===== src/inc/mpo_pkg.sv =====
/*
  package for the motor pwm output stage: register byte offsets, field
  positions, reset values and mode encodings.
  assumes a 32-bit avalon-mm slave port with byte addresses.
*/
package mpo_pkg;
  // ==========================================================
  // register byte offsets
  localparam logic [5:0] OFS_TB_CTRL   = 6'h00; // time_base_control
  localparam logic [5:0] OFS_PERIOD    = 6'h04; // period_value buffer
  localparam logic [5:0] OFS_EVT_CMP   = 6'h08; // event_trigger_compare
  localparam logic [5:0] OFS_OUT_CFG   = 6'h0c; // output_config_register
  localparam logic [5:0] OFS_UPD_CFG   = 6'h10; // update_config_register
  localparam logic [5:0] OFS_FLT_CTRL  = 6'h14; // fault_input_control
  localparam logic [5:0] OFS_OVD_CTRL  = 6'h18; // manual_override_control
  localparam logic [5:0] OFS_DUTY1     = 6'h1c; // duty buffers 1..3
  localparam logic [5:0] OFS_DUTY2     = 6'h20;
  localparam logic [5:0] OFS_DUTY3     = 6'h24;
  localparam logic [5:0] OFS_STATUS    = 6'h28; // flags and counter
  // ==========================================================
  // field positions
  localparam int TB_EN_BIT    = 15; // time_base_enable_bit
  localparam int EVT_DIR_BIT  = 15; // event_direction_bit
  localparam int FLT_MODE_BIT = 7;  // fault_mode_bit, 1 = cycle-by-cycle
  localparam int OVERRIDE_SYNC_BIT_BIT    = 1;  // override_sync_bit
  localparam int UPDATE_LOCKOUT_BIT_BIT     = 0;  // update_lockout_bit
  localparam int OPS_LSB      = 8;  // event_postscale_field <11:8>
  localparam int OVD_SEL_LSB  = 8;  // override_select_bits <13:8>
  localparam int FLT_OV_LSB   = 8;  // fault state bits <13:8>
  localparam int PEN_L_LSB    = 0;  // low-side pin enables <2:0>
  localparam int PEN_H_LSB    = 4;  // high-side pin enables <6:4>
  localparam int PMOD_LSB     = 8;  // independent-mode bits <10:8>
  localparam int STS_FLT_BIT  = 0;  // fault flag, write one to clear
  localparam int STS_ACT_BIT  = 1;  // fault override active
  localparam int STS_CNT_LSB  = 16; // counter readback
  // ==========================================================
  // reset values and encodings
  localparam logic [14:0] PERIOD_RST  = 15'h7fff;
  localparam logic [15:0] OVD_RST     = 16'h3f00;
  localparam logic [15:0] PEN_ALL     = 16'h0077;
  localparam logic [1:0]  MODE_FREE   = 2'h0;
  localparam logic [1:0]  MODE_SINGLE = 2'h2;
  localparam int          DEAD_CYC    = 4; // dead counter load; a complementary pair stays off for this plus one clock cycles

  typedef struct packed {
    logic [2:0] h;
    logic [2:0] l;
  } mpo_pins_t;
endpackage : mpo_pkg


===== src/core/mpo_output_ctrl.sv =====
/*
  motor pwm output stage: minimal time base, duty compare, override,
  dead time, fault handling, polarity, pin enables and adc event trigger.
  assumes all inputs synchronous to clk; fuses stable from reset release.
*/
// The implementer's own choices: the register offsets and the Avalon-MM interface to the registers.
// Behaviour
// - mode field value 10 selects single-pulse, edge-aligned only.
// - single-pulse: pins go active when enable set, inactive on duty match.
// - single-pulse period match clears counter, outputs, enable, raises interrupt.
// - six override-select bits in upper half replace duty signal per pin.
// - six override value bits in lower half give overridden pin state.
// - complementary mode: low side active by override is complement of high.
// - dead time still inserted between pair outputs while overridden.
// - with sync bit, override applies at zero, also period match if centered.
// - after reset pins inactive if pin fuse 0, tri-stated if 1.
// - high and low side polarities come from the two polarity fuses.
// - each pin has its own enable; disabled pin is released as gpio.
// - fault affects a pair only when its fault enable is set.
// - fault state bits give forced level, active or inactive by polarity.
// - latched fault ends at boundary after input high and flag cleared.
// - cycle-by-cycle fault ends at next boundary after input goes high.
// - one fault mode bit selects latched or cycle-by-cycle handling.
// - update lockout blocks duty and period buffer transfers.
// - adc trigger when counter equals event compare value.
// - up/down modes: direction bit picks up or down phase.
// - events pass a postscaler from 1:1 to 1:16, four-bit field.
// - postscaler count cleared on compare write and on reset.
// - in sleep a low fault input raises a wake interrupt.
// - edge-aligned: active at counter zero, inactive on duty match.
module mpo_output_ctrl #(
  parameter int DEAD = mpo_pkg::DEAD_CYC
) (
  input  wire logic             clk,
  input  wire logic             sys_rst,
  input  wire logic [5:0]       avs_address,
  input  wire logic             avs_read,
  input  wire logic             avs_write,
  input  wire logic [31:0]      avs_writedata,
  output logic [31:0]           avs_readdata,
  output logic                  avs_waitrequest,
  input  wire logic             high_polarity_fuse,
  input  wire logic             low_polarity_fuse,
  input  wire logic             reset_pin_control_fuse,
  input  wire logic             fault_input,
  input  wire logic             sleep_mode,
  output mpo_pkg::mpo_pins_t    pwm_out,
  output mpo_pkg::mpo_pins_t    pwm_oe_n,
  output logic                  period_irq,
  output logic                  fault_irq,
  output logic                  wake_irq,
  output logic                  adc_trigger
);
  import mpo_pkg::*;

  // ==========================================================
  // registers
  logic [15:0] tb_ctrl_ff, evt_cmp_ff, out_cfg_ff, upd_cfg_ff;
  logic [15:0] flt_ctrl_ff, ovd_ctrl_ff, ovd_act_ff;
  logic [14:0] per_buf_ff, per_act_ff, cnt_ff;
  logic [15:0] duty_buf_ff [3];
  logic [15:0] duty_act_ff [3];
  logic        dn_ff, flt_flag_ff, flt_act_ff, init_ff, flt_prev_ff;
  logic [3:0]  ops_cnt_ff;
  logic [31:0] avs_readdata_ff;
  logic        avs_wait_ff;
  logic [2:0]  hi_last_ff;
  logic [7:0]  dt_cnt_ff [3];
  mpo_pins_t   pwm_out_ff, pwm_oe_n_ff;
  logic        period_irq_ff, fault_irq_ff, wake_irq_ff, adc_trig_ff;

  logic        wr, tb_en, single, updown, at_zero, at_per, boundary;
  logic        clr_flag, set_flag;
  logic [1:0]  mode;

  // ==========================================================
  // avalon slave: one wait cycle, then the request is taken
  assign wr  = avs_write & ~avs_wait_ff;

  function automatic logic hit(input logic [5:0] a, input logic [5:0] ofs);
    return a[5:2] == ofs[5:2];
  endfunction : hit

  // waitrequest drops for exactly one edge per request
  always_ff @(posedge clk or posedge sys_rst) begin
    if (sys_rst) begin
      avs_wait_ff <= 1'b1;
    end else begin
      avs_wait_ff <= ~((avs_read | avs_write) & avs_wait_ff);
    end
  end

  // read data captured at the edge that drops waitrequest
  always_ff @(posedge clk or posedge sys_rst) begin
    if (sys_rst) begin
      avs_readdata_ff <= 32'h0;
    end else if (avs_read & avs_wait_ff) begin
      avs_readdata_ff <= 32'h0; // unmapped reads return zero
      if (hit(avs_address, OFS_TB_CTRL))  avs_readdata_ff[15:0] <= tb_ctrl_ff;
      if (hit(avs_address, OFS_PERIOD))   avs_readdata_ff[14:0] <= per_buf_ff;
      if (hit(avs_address, OFS_EVT_CMP))  avs_readdata_ff[15:0] <= evt_cmp_ff;
      if (hit(avs_address, OFS_OUT_CFG))  avs_readdata_ff[15:0] <= out_cfg_ff;
      if (hit(avs_address, OFS_UPD_CFG))  avs_readdata_ff[15:0] <= upd_cfg_ff;
      if (hit(avs_address, OFS_FLT_CTRL)) avs_readdata_ff[15:0] <= flt_ctrl_ff;
      if (hit(avs_address, OFS_OVD_CTRL)) avs_readdata_ff[15:0] <= ovd_ctrl_ff;
      if (hit(avs_address, OFS_DUTY1))    avs_readdata_ff[15:0] <= duty_buf_ff[0];
      if (hit(avs_address, OFS_DUTY2))    avs_readdata_ff[15:0] <= duty_buf_ff[1];
      if (hit(avs_address, OFS_DUTY3))    avs_readdata_ff[15:0] <= duty_buf_ff[2];
      if (hit(avs_address, OFS_STATUS)) begin
        avs_readdata_ff[STS_FLT_BIT] <= flt_flag_ff;
        avs_readdata_ff[STS_ACT_BIT] <= flt_act_ff;
        avs_readdata_ff[STS_CNT_LSB +: 15] <= cnt_ff;
      end
    end
  end

  // plain control registers
  always_ff @(posedge clk or posedge sys_rst) begin
    if (sys_rst) begin
      per_buf_ff  <= PERIOD_RST;
      evt_cmp_ff  <= 16'h0;
      upd_cfg_ff  <= 16'h0;
      flt_ctrl_ff <= 16'h0;
      ovd_ctrl_ff <= OVD_RST;
      for (int i = 0; i < 3; i++) duty_buf_ff[i] <= 16'h0;
    end else if (wr) begin
      if (hit(avs_address, OFS_PERIOD))   per_buf_ff  <= avs_writedata[14:0];
      if (hit(avs_address, OFS_EVT_CMP))  evt_cmp_ff  <= avs_writedata[15:0];
      if (hit(avs_address, OFS_UPD_CFG))  upd_cfg_ff  <= avs_writedata[15:0];
      if (hit(avs_address, OFS_FLT_CTRL)) flt_ctrl_ff <= avs_writedata[15:0];
      if (hit(avs_address, OFS_OVD_CTRL)) ovd_ctrl_ff <= avs_writedata[15:0];
      if (hit(avs_address, OFS_DUTY1))    duty_buf_ff[0] <= avs_writedata[15:0];
      if (hit(avs_address, OFS_DUTY2))    duty_buf_ff[1] <= avs_writedata[15:0];
      if (hit(avs_address, OFS_DUTY3))    duty_buf_ff[2] <= avs_writedata[15:0];
    end
  end

  // pin enables: strap taken one edge after release, never in reset
  always_ff @(posedge clk or posedge sys_rst) begin
    if (sys_rst) begin
      init_ff    <= 1'b0;
      out_cfg_ff <= 16'h0;
    end else if (!init_ff) begin
      init_ff    <= 1'b1;
      out_cfg_ff <= reset_pin_control_fuse ? 16'h0 : PEN_ALL;
    end else if (wr && hit(avs_address, OFS_OUT_CFG)) begin
      out_cfg_ff <= avs_writedata[15:0];
    end
  end

  // ==========================================================
  // time base
  assign tb_en    = tb_ctrl_ff[TB_EN_BIT];
  assign mode     = tb_ctrl_ff[1:0];
  assign single   = (mode == MODE_SINGLE);
  assign updown   = mode[0];
  assign at_zero  = (cnt_ff == 15'h0);
  assign at_per   = (cnt_ff == per_act_ff);
  // cycle boundary, plus the half-cycle in centered modes
  assign boundary = tb_en & (at_zero | (updown & at_per));

  // enable bit: software sets it, single-pulse end clears it
  always_ff @(posedge clk or posedge sys_rst) begin
    if (sys_rst) begin
      tb_ctrl_ff <= 16'h0;
    end else if (tb_en && single && at_per) begin
      tb_ctrl_ff[TB_EN_BIT] <= 1'b0;
    end else if (wr && hit(avs_address, OFS_TB_CTRL)) begin
      tb_ctrl_ff <= avs_writedata[15:0];
    end
  end

  // counter and direction; centered modes turn at period and zero
  always_ff @(posedge clk or posedge sys_rst) begin
    if (sys_rst) begin
      cnt_ff <= 15'h0;
      dn_ff  <= 1'b0;
    end else if (!tb_en) begin
      cnt_ff <= 15'h0;
      dn_ff  <= 1'b0;
    end else if (updown) begin
      if (!dn_ff && at_per) begin
        dn_ff  <= 1'b1;
        cnt_ff <= cnt_ff - 15'h1;
      end else if (dn_ff && at_zero) begin
        dn_ff  <= 1'b0;
        cnt_ff <= cnt_ff + 15'h1;
      end else begin
        cnt_ff <= dn_ff ? cnt_ff - 15'h1 : cnt_ff + 15'h1;
      end
    end else if (at_per) begin
      cnt_ff <= 15'h0;
    end else begin
      cnt_ff <= cnt_ff + 15'h1;
    end
  end

  // period interrupt pulse on every period match reached while not counting down
  always_ff @(posedge clk or posedge sys_rst) begin
    if (sys_rst) begin
      period_irq_ff <= 1'b0;
    end else begin
      period_irq_ff <= tb_en & at_per & ~(updown & dn_ff);
    end
  end

  // buffer transfer at reload points or while stopped, unless locked out
  always_ff @(posedge clk or posedge sys_rst) begin
    if (sys_rst) begin
      per_act_ff <= PERIOD_RST;
      for (int i = 0; i < 3; i++) duty_act_ff[i] <= 16'h0;
    end else if (!upd_cfg_ff[UPDATE_LOCKOUT_BIT_BIT] &&
                 (!tb_en || (updown ? at_zero : at_per))) begin
      per_act_ff <= per_buf_ff;
      for (int i = 0; i < 3; i++) duty_act_ff[i] <= duty_buf_ff[i];
    end
  end

  // ==========================================================
  // override latch: immediate, or at time-base sync points
  always_ff @(posedge clk or posedge sys_rst) begin
    if (sys_rst) begin
      ovd_act_ff <= OVD_RST;
    end else if (!upd_cfg_ff[OVERRIDE_SYNC_BIT_BIT] || !tb_en || boundary) begin
      ovd_act_ff <= ovd_ctrl_ff;
    end
  end

  // ==========================================================
  // fault handling; a new fault beats a same-cycle flag clear
  assign clr_flag = wr & hit(avs_address, OFS_STATUS) & avs_writedata[STS_FLT_BIT];
  assign set_flag = flt_prev_ff & ~fault_input; // falling edge only

  always_ff @(posedge clk or posedge sys_rst) begin
    if (sys_rst) begin
      flt_flag_ff <= 1'b0;
    end else if (set_flag) begin
      flt_flag_ff <= 1'b1;
    end else if (clr_flag) begin
      flt_flag_ff <= 1'b0;
    end
  end

  // override state: entered on low input, left at a boundary
  always_ff @(posedge clk or posedge sys_rst) begin
    if (sys_rst) begin
      flt_act_ff <= 1'b0;
    end else if (!fault_input) begin
      flt_act_ff <= 1'b1;
    end else if (flt_ctrl_ff[FLT_MODE_BIT]) begin
      if (boundary || !tb_en) flt_act_ff <= 1'b0;
    end else if ((boundary || !tb_en) && !flt_flag_ff && !clr_flag) begin
      flt_act_ff <= 1'b0;
    end
  end

  // interrupt and wake outputs; line history idles high, no false edge
  always_ff @(posedge clk or posedge sys_rst) begin
    if (sys_rst) begin
      fault_irq_ff <= 1'b0;
      wake_irq_ff  <= 1'b0;
      flt_prev_ff  <= 1'b1;
    end else begin
      fault_irq_ff <= flt_flag_ff;
      flt_prev_ff  <= fault_input;
      wake_irq_ff  <= sleep_mode & ~fault_input;
    end
  end

  // ==========================================================
  // special event trigger with postscaler
  always_ff @(posedge clk or posedge sys_rst) begin
    if (sys_rst) begin
      ops_cnt_ff  <= 4'h0;
      adc_trig_ff <= 1'b0;
    end else begin
      adc_trig_ff <= 1'b0;
      if (wr && hit(avs_address, OFS_EVT_CMP)) begin
        ops_cnt_ff <= 4'h0;
      end else if (tb_en && cnt_ff == evt_cmp_ff[14:0] &&
                   (!updown || dn_ff == evt_cmp_ff[EVT_DIR_BIT])) begin
        if (ops_cnt_ff == upd_cfg_ff[OPS_LSB +: 4]) begin
          ops_cnt_ff  <= 4'h0;
          adc_trig_ff <= 1'b1;
        end else begin
          ops_cnt_ff <= ops_cnt_ff + 4'h1;
        end
      end
    end
  end

  // ==========================================================
  // output path: compare, override, dead time, fault, polarity
  logic [2:0] cmp, hi_want, lo_want, h_lvl, l_lvl, h_pin, l_pin;
  logic [5:0] sel, val, fov;

  // select/value bit order: 3h,3l,2h,2l,1h,1l from msb down
  assign sel = ovd_act_ff[OVD_SEL_LSB +: 6];
  assign val = ovd_act_ff[5:0];
  assign fov = flt_ctrl_ff[FLT_OV_LSB +: 6];

  always_comb begin
    for (int i = 0; i < 3; i++) begin
      // active from zero until duty match; stopped base means inactive
      cmp[i] = tb_en & ({cnt_ff, 1'b0} < duty_act_ff[i]);
      hi_want[i] = sel[2*i+1] ? val[2*i+1] : cmp[i];
      if (out_cfg_ff[PMOD_LSB+i]) begin
        lo_want[i] = sel[2*i] ? val[2*i] : cmp[i];
      end else begin
        // overridden-active low side mirrors the high side
        lo_want[i] = sel[2*i] ? (val[2*i] & ~hi_want[i]) : ~hi_want[i];
      end
    end
  end

  // dead time per pair, applied after override as well
  always_ff @(posedge clk or posedge sys_rst) begin
    if (sys_rst) begin
      hi_last_ff <= 3'h0;
      for (int i = 0; i < 3; i++) dt_cnt_ff[i] <= 8'h0;
    end else begin
      for (int i = 0; i < 3; i++) begin
        hi_last_ff[i] <= hi_want[i];
        if (hi_want[i] != hi_last_ff[i]) begin
          dt_cnt_ff[i] <= 8'(DEAD);
        end else if (dt_cnt_ff[i] != 8'h0) begin
          dt_cnt_ff[i] <= dt_cnt_ff[i] - 8'h1;
        end
      end
    end
  end

  always_comb begin
    for (int i = 0; i < 3; i++) begin
      // complementary pairs both off while the dead counter runs
      if (!out_cfg_ff[PMOD_LSB+i] &&
          (dt_cnt_ff[i] != 8'h0 || hi_want[i] != hi_last_ff[i])) begin
        h_lvl[i] = 1'b0;
        l_lvl[i] = 1'b0;
      end else begin
        h_lvl[i] = hi_want[i];
        l_lvl[i] = lo_want[i];
      end
      // fault wins over manual override on an enabled pair
      if (flt_act_ff && flt_ctrl_ff[i]) begin
        h_lvl[i] = fov[2*i+1];
        l_lvl[i] = fov[2*i];
      end
      h_pin[i] = h_lvl[i] ^ ~high_polarity_fuse;
      l_pin[i] = l_lvl[i] ^ ~low_polarity_fuse;
    end
  end

  // registered pins; disabled pins released to the port logic
  always_ff @(posedge clk or posedge sys_rst) begin
    if (sys_rst) begin
      pwm_out_ff  <= '0;
      pwm_oe_n_ff <= '1;
    end else begin
      pwm_out_ff.h  <= h_pin;
      pwm_out_ff.l  <= l_pin;
      pwm_oe_n_ff.h <= ~out_cfg_ff[PEN_H_LSB +: 3];
      pwm_oe_n_ff.l <= ~out_cfg_ff[PEN_L_LSB +: 3];
    end
  end

  assign avs_readdata    = avs_readdata_ff;
  assign avs_waitrequest = avs_wait_ff;
  assign pwm_out         = pwm_out_ff;
  assign pwm_oe_n        = pwm_oe_n_ff;
  assign period_irq      = period_irq_ff;
  assign fault_irq       = fault_irq_ff;
  assign wake_irq        = wake_irq_ff;
  assign adc_trigger     = adc_trig_ff;
endmodule : mpo_output_ctrl


===== config.mk =====
export PLATFORM = sky130hd
export DESIGN_NAME = mpo_output_ctrl
export DESIGN_NICKNAME = d
export VERILOG_FILES = /design/src/inc/mpo_pkg.sv /design/src/core/mpo_output_ctrl.sv
export SDC_FILE = /design/constraint.sdc
export NUM_CORES = 1
export LEC_CHECK = 0
export BUFFER_PORTS_ARGS = -buffer_cell sky130_fd_sc_hd__clkbuf_2
export CORE_MARGIN = 3
export CORE_UTILIZATION = 50
export CTS_CLUSTER_DIAMETER = 100
export DETAILED_ROUTE_END_ITERATION = 8
export PLACE_DENSITY = 0.65
export SLEW_MARGIN = 10
export SYNTH_ARGS = -nofsm -noshare
export SYNTH_HDL_FRONTEND = slang
export SYNTH_SLANG_ARGS = --single-unit

===== constraint.sdc =====
create_clock -name clk -period 12.3 [get_ports clk]
set_clock_uncertainty 0.1 [all_clocks]
set_input_delay 0.615 -clock clk [delete_from_list [all_inputs] [get_ports clk]]
set_output_delay 0.615 -clock clk [all_outputs]
set_load 0.01 [all_outputs]

; ---- Yosys cells after proc, flatten, opt, wreduce, memory -nomap -nowiden
; Cells that the tools add are included.
[op_classes]
add_sub_neg = 6
n_mul = 0
div_mod_pow = 0
order_cmp = 3
n_eq_ne = 23
n_shift = 0
n_mux = 70
bitwise_logic = 38
reduce_logical = 58
[op_table]
columns = cell, count
row1 = two-way mux 16 bit, 12
row2 = two-way mux 15 bit, 8
row3 = less-than comparator 16 bit, 3
row4 = two-way mux 8 bit, 6
row5 = two-way mux 1 bit, 39
row6 = equality test 15 bit, 2
row7 = nonzero test 8 bit, 3
row8 = "subtractor 8 x 1 -> 8 bit, second input constant", 3
row9 = AND reduction 2 bit, 11
row10 = bitwise AND 1 bit, 18
row11 = logical AND 1 bit, 18
row12 = "equality test 4 x 3 -> 1 bit, second input constant", 4
row13 = "adder 15 x 1 -> 15 bit, second input constant", 1
row14 = zero test 15 bit, 1
row15 = "subtractor 15 x 1 -> 15 bit, second input constant", 1
row16 = "equality test 4 bit, second input constant", 3
row17 = two-way mux 4 bit, 3
row18 = nonzero test 2 bit, 6
row19 = zero test 1 bit, 10
row20 = inverter 1 bit, 10
row21 = "equality test 4 x 2 -> 1 bit, second input constant", 2
row22 = logical OR 1 bit, 8
row23 = two-way mux 7 bit, 1
row24 = "inequality test 3 x 1 -> 1 bit, second input constant", 2
row25 = other kinds (14), 23
[totals]
ff_bits = 335
latchBits = 0
ram_bits = 0
mem_bits_ro = 0
inputBits = 47
out_inout_bits = 49
wordCells = 235
memories = 0

; ---- Logic depth before layout (Yosys ltp)
[logic_depth]
ltp_word = 12
depth_mapped = 9
ltp_nobuf = 8

; ---- Worst setup path before layout
; OpenSTA, ideal clock, no wires.
[synth_timing]
path_type = register to register
startpoint = reg cnt_ff[9]
endpoint = reg duty_act_ff[0] in the netlist's numbering
setup_time_ps = 127
arrival_ps = 2354
required_ps = 12073
slack_ps = 9719
path_stages_with_launch = 8
n_path_buf = 2
synth_period_minus_slack_ps = 2581
path_cell_list = dfrtp_1 > buf_2 > or4_4 > nor3_2 > nand4_1 > a21oi_4 > buf_6 > mux2_1
[synth_via]
elab_chain_cells = 4
word_cells_on_any_way = 5
cone_classes = 1 x eq/ne / 1 x mux / 3 x reduce/logical
[synth_lines]
columns = element, line
row1 = "start, declared", mpo_output_ctrl.sv:60  ; logic [14:0] per_buf_ff, per_act_ff, cnt_ff;
row2 = "start signal, assigned", mpo_output_ctrl.sv:184  ; cnt_ff <= cnt_ff - 15'h1;
row3 = "start signal, assigned", mpo_output_ctrl.sv:187  ; cnt_ff <= cnt_ff + 15'h1;
row4 = "start signal, assigned", mpo_output_ctrl.sv:189  ; cnt_ff <= dn_ff ? cnt_ff - 15'h1 : cnt_ff + 15'h1;
row5 = equality test 15 bit / zero test 15 bit (equally long branches), "mpo_output_ctrl.sv:158, mpo_output_ctrl.sv:157"
row6 = two-way mux 1 bit (*), mpo_output_ctrl.sv:213  ; (!tb_en || (updown ? at_zero : at_per))) begin
row7 = logical OR 1 bit (*), mpo_output_ctrl.sv:213
row8 = logical AND 1 bit (*), mpo_output_ctrl.sv:212  ; end else if (!upd_cfg_ff[UPDATE_LOCKOUT_BIT_BIT] &&
row9 = "end, declared", mpo_output_ctrl.sv:62  ; logic [15:0] duty_act_ff [3];
; Every way passes the cells marked *; elsewhere a longest branch is shown, timed or not.
; A chain may end at the register's enable or synchronous reset.

; ---- Final worst setup path
[layout_timing]
startpoint = reg cnt_ff[9]
endpoint = reg duty_act_ff[31] in the netlist's numbering
; The elaborated chain is that of the path after synthesis.

==> flow_summary_export.csv <==
group,metric,value,unit
global_routing,grt.overflow.total,0,
clocking,clk_pin_slew,0.06,ns
drt,drtIter0Drc,1054,
floorplan,ios,96,
synth,ys_top_cells_by_count,"dfrtp_1 (283), mux2_2 (160), nand2_1 (97)",
synth,synth_warnings,0,
sta,grt_setup_unrepaired,"false",
sta,setup-violations-final,0,
sta,worst_slew_pin_slew,1.17,ns
floorplan,die_w,189,um
drt,wl_per_cell,23.3,um
global_routing,grt_pass1_wl,72900,um
sta,setup_tns,0,ns
sta,worst_slack,8.20,ns
pwr,p_leak,0.00848,uW
run_status,status,"completed",
setup_path,cp.depth,8,
setup_path,crit_fanout,63,
setup_path,path_buf_inv,2,
drt,drt_pass1_iterations,6,
clocking,cts_setup_buffers,0,
synth,yosysUniqueCellTypes,71,
floorplan,die_h,189,um
synth,synth-edff-count,0,
placement,dp_slack,8.13,ns
setup_path,cpMaxStageDelayCell,"and4_1",
setup_path,cp_common_cell,"buf_4",
floorplan,coreArea,32800,um^2
placement,dp_hpwl,32000,um
pwr,powerDensity,195,nW/um^2
setup_path,arrival,4.40,ns
job,cap_viol_max_count,0,
hold_path,min_path_type,"primary input to flop",
synth,syn_nets,1591,
setup_path,slowest_delay,0.93,ns
sta,fmax,0.244,GHz
global_routing,grt_pass1_vias,12090,
synth,synthTopCellsByArea,"dfrtp_1 (42%), mux2_2 (11%), dfstp_2 (7.9%), mux2_1 (4.0%), ha_1 (3.8%)",
synth,ys_seq_elements,333,
drt,vias,12239,
clocking,clock_sinks,333,
drt,postRouteAntennaNets,0,
floorplan,rows,66,
floorplan,die_area,35700,um^2
synth,yosys_most_used_dff,"dfrtp_1",
sta,relSlewSlack,21.9,%
final_layout,area_growth,12.3,%
final_layout,drive_gt1_share,25.0,%
setup_path,start_kind,"flop",
synth,synth_area,16700,um^2
clocking,clkLatencyLatePin,0.52,ns
setup_path,crit_family,"simple AND/OR/NAND/NOR gates",
synth,netlist_instances,1493,
drt,wl,47000,um
setup_path,startpoint,"cnt_ff[9]",
clocking,cts_repair_resize_count,0,
global_routing,grt_max_degree,137,
setup_path,r2r_end,"duty_act_ff[31]",
synth,synth.most_common_cell,"dfrtp_1",
final_layout,antenna_cells,0,
synth,synth_area_per_cell,11.2,um^2
global_routing,antenna_found_initial,1,
clocking,cts_max_level,2,
setup_path,crit_end,"duty_act_ff[31]",
setup_path,ff2ff_setup_slack,8.20,ns
drt,drc,0,
setup_path,ff2ff_path_depth,8,
clocking,ctsLongestPathBuffers,3,
setup_path,crit_type,"flop to flop",
sta,period_minus_slack,4.10,ns
final_layout,final_nets,1642,
floorplan,initial_core_util,51.0,%
global_routing,grt_usage,26.3,%
setup_path,worst_r2r_startpoint,"cnt_ff[9]",
synth,yosys.area.top_type,"dfrtp_1",
clocking,cts.root.buffer_cell,"clkbuf_16",
setup_path,setup.worst_path.end_class,"flop",
placement,port_buffers,76,
synth,synth-seq-area-share,50.2,%
sta,hold_viol_final,0,
sta,drv_slew,0,
clocking,cts_inserted_buffers,37,
drt,viasPerCell,6.07,
synth,async_flop_share,100,%
sta,finalCritPeriodShare,33.4,%
clocking,cts_tree,"built",
synth,yosysTopAreaCellShare,42.3,%
pwr,ir_worst_vdd,124,uV
setup_path,required,12.60,ns
clocking,holdBufCountCts,0,
setup_path,worstPathCellList,"buf_4 -> xor2_1 -> nor4_1 -> and4_1 -> a21oi_1 -> a21oi_4 -> buf_4 -> mux2_2",
placement,gp_congestion,0.870,
-- metrics by stage --
stage	util (%)	instances	hold slack (ns)	power, uW	instance area, um^2
floorplan	-	1493	0.281	2230	16700
global placement	53.3	1947	0.313	2470	17500
detailed placement	53.3	1947	0.314	2510	17500
CTS	57.3	2015	0.116	3680	18800
global route	57.3	2015	0.119	3860	18800
finish	57.3	2015	0.124	3660	18800
-- worst min-delay path by stage --
| stage | start | to | slack (ns) | cells past startpoint |
|---|---|---|---|---|
| finish | fault_input | flt_prev_ff | 0.12 | 1 |
| global route | fault_input | flt_prev_ff | 0.12 | 1 |
| detailed placement | out_cfg_ff[1] | pwm_oe_n[1] | 0.31 | 1 |
| floorplan | out_cfg_ff[0] | pwm_oe_n[0] | 0.28 | 1 |
| global placement | out_cfg_ff[1] | pwm_oe_n[1] | 0.31 | 1 |
| CTS | fault_input | flt_prev_ff | 0.12 | 1 |
-- per-layer routing --
layer	share of wire (%)	global-route usage, %	vias up
met5	0	0	-
met4	2.4	6.42	0
met3	5.8	3.18	85
met2	47	42.7	393
met1	45	38.0	6244
li1	-	-	5517
-- where the power goes --
group / internal, uW / switching (uW)
Combinational: 400 / 492
Sequential: 1390 / 212
Clock: 713 / 450
-- cell usage in the layout, fill, tap and decap left out, drive strengths merged, types with 13 or more instances in the layout --
cell type,instances
dfrtp,283
xnor2,32
buf,27
o211ai,17
nand3,30
a211oi,14
nor2,63
mux2i,23
nor4,16
clkbuf,131
a31oi,13
nor2b,17
nand2,97
nand4,22
a21oi,53
xor2,27
o31ai,13
ha,51
inv,83
nor3,23
mux2,219
o21ai,58
dfstp,50
-- worst register-to-register path, cell delays in order, from the launching register on --
cell	delay [ns]
dfrtp_1	0.36
buf_4	0.21
xor2_1	0.18
nor4_1	0.47
and4_1	0.93
a21oi_1	0.33
a21oi_4	0.18
buf_4	0.75
mux2_2	0.48
-- cells by family (layout without fill, tap and decap cells) --
group           count (synthesis)  in the layout  synth area share [%]
fa+ha+maj                      51             51                  3.81
flops                         333            333                  50.2
xor+xnor                       59             59                  3.09
compound gates                284            284                  11.8
mux                           242            242                  16.1
other cells                     2              2                0.0449
simple gates                  348            348                  10.7
buf+inv                       174            254                  4.29
-- state kept, by name, indices dropped and copies added (netlist names), 3 cells and up --
name and flops:
dt_cnt_ff 24, cnt_ff 15, pwm_oe_n 6, ovd_ctrl_ff 16
tb_ctrl_ff 16, ovd_act_ff 12, upd_cfg_ff 16, per_buf_ff 15
pwm_out 6, evt_cmp_ff 16, flt_ctrl_ff 16, per_act_ff 15
ops_cnt_ff 4, hi_last_ff 3, duty_buf_ff 48, avs_readdata 31
duty_act_ff 48, out_cfg_ff 16
-- final cells by class --
class,instances,area [um^2]
fill,2810,14000
inverter,83,319
tap,442,553
timing repair buffer,103,583
sequential,333,8400
clock buffer,55,1190
clock inverter,13,125
multi-input combinational,986,7630
No activity file was read; power rests on OpenSTA's default activity.
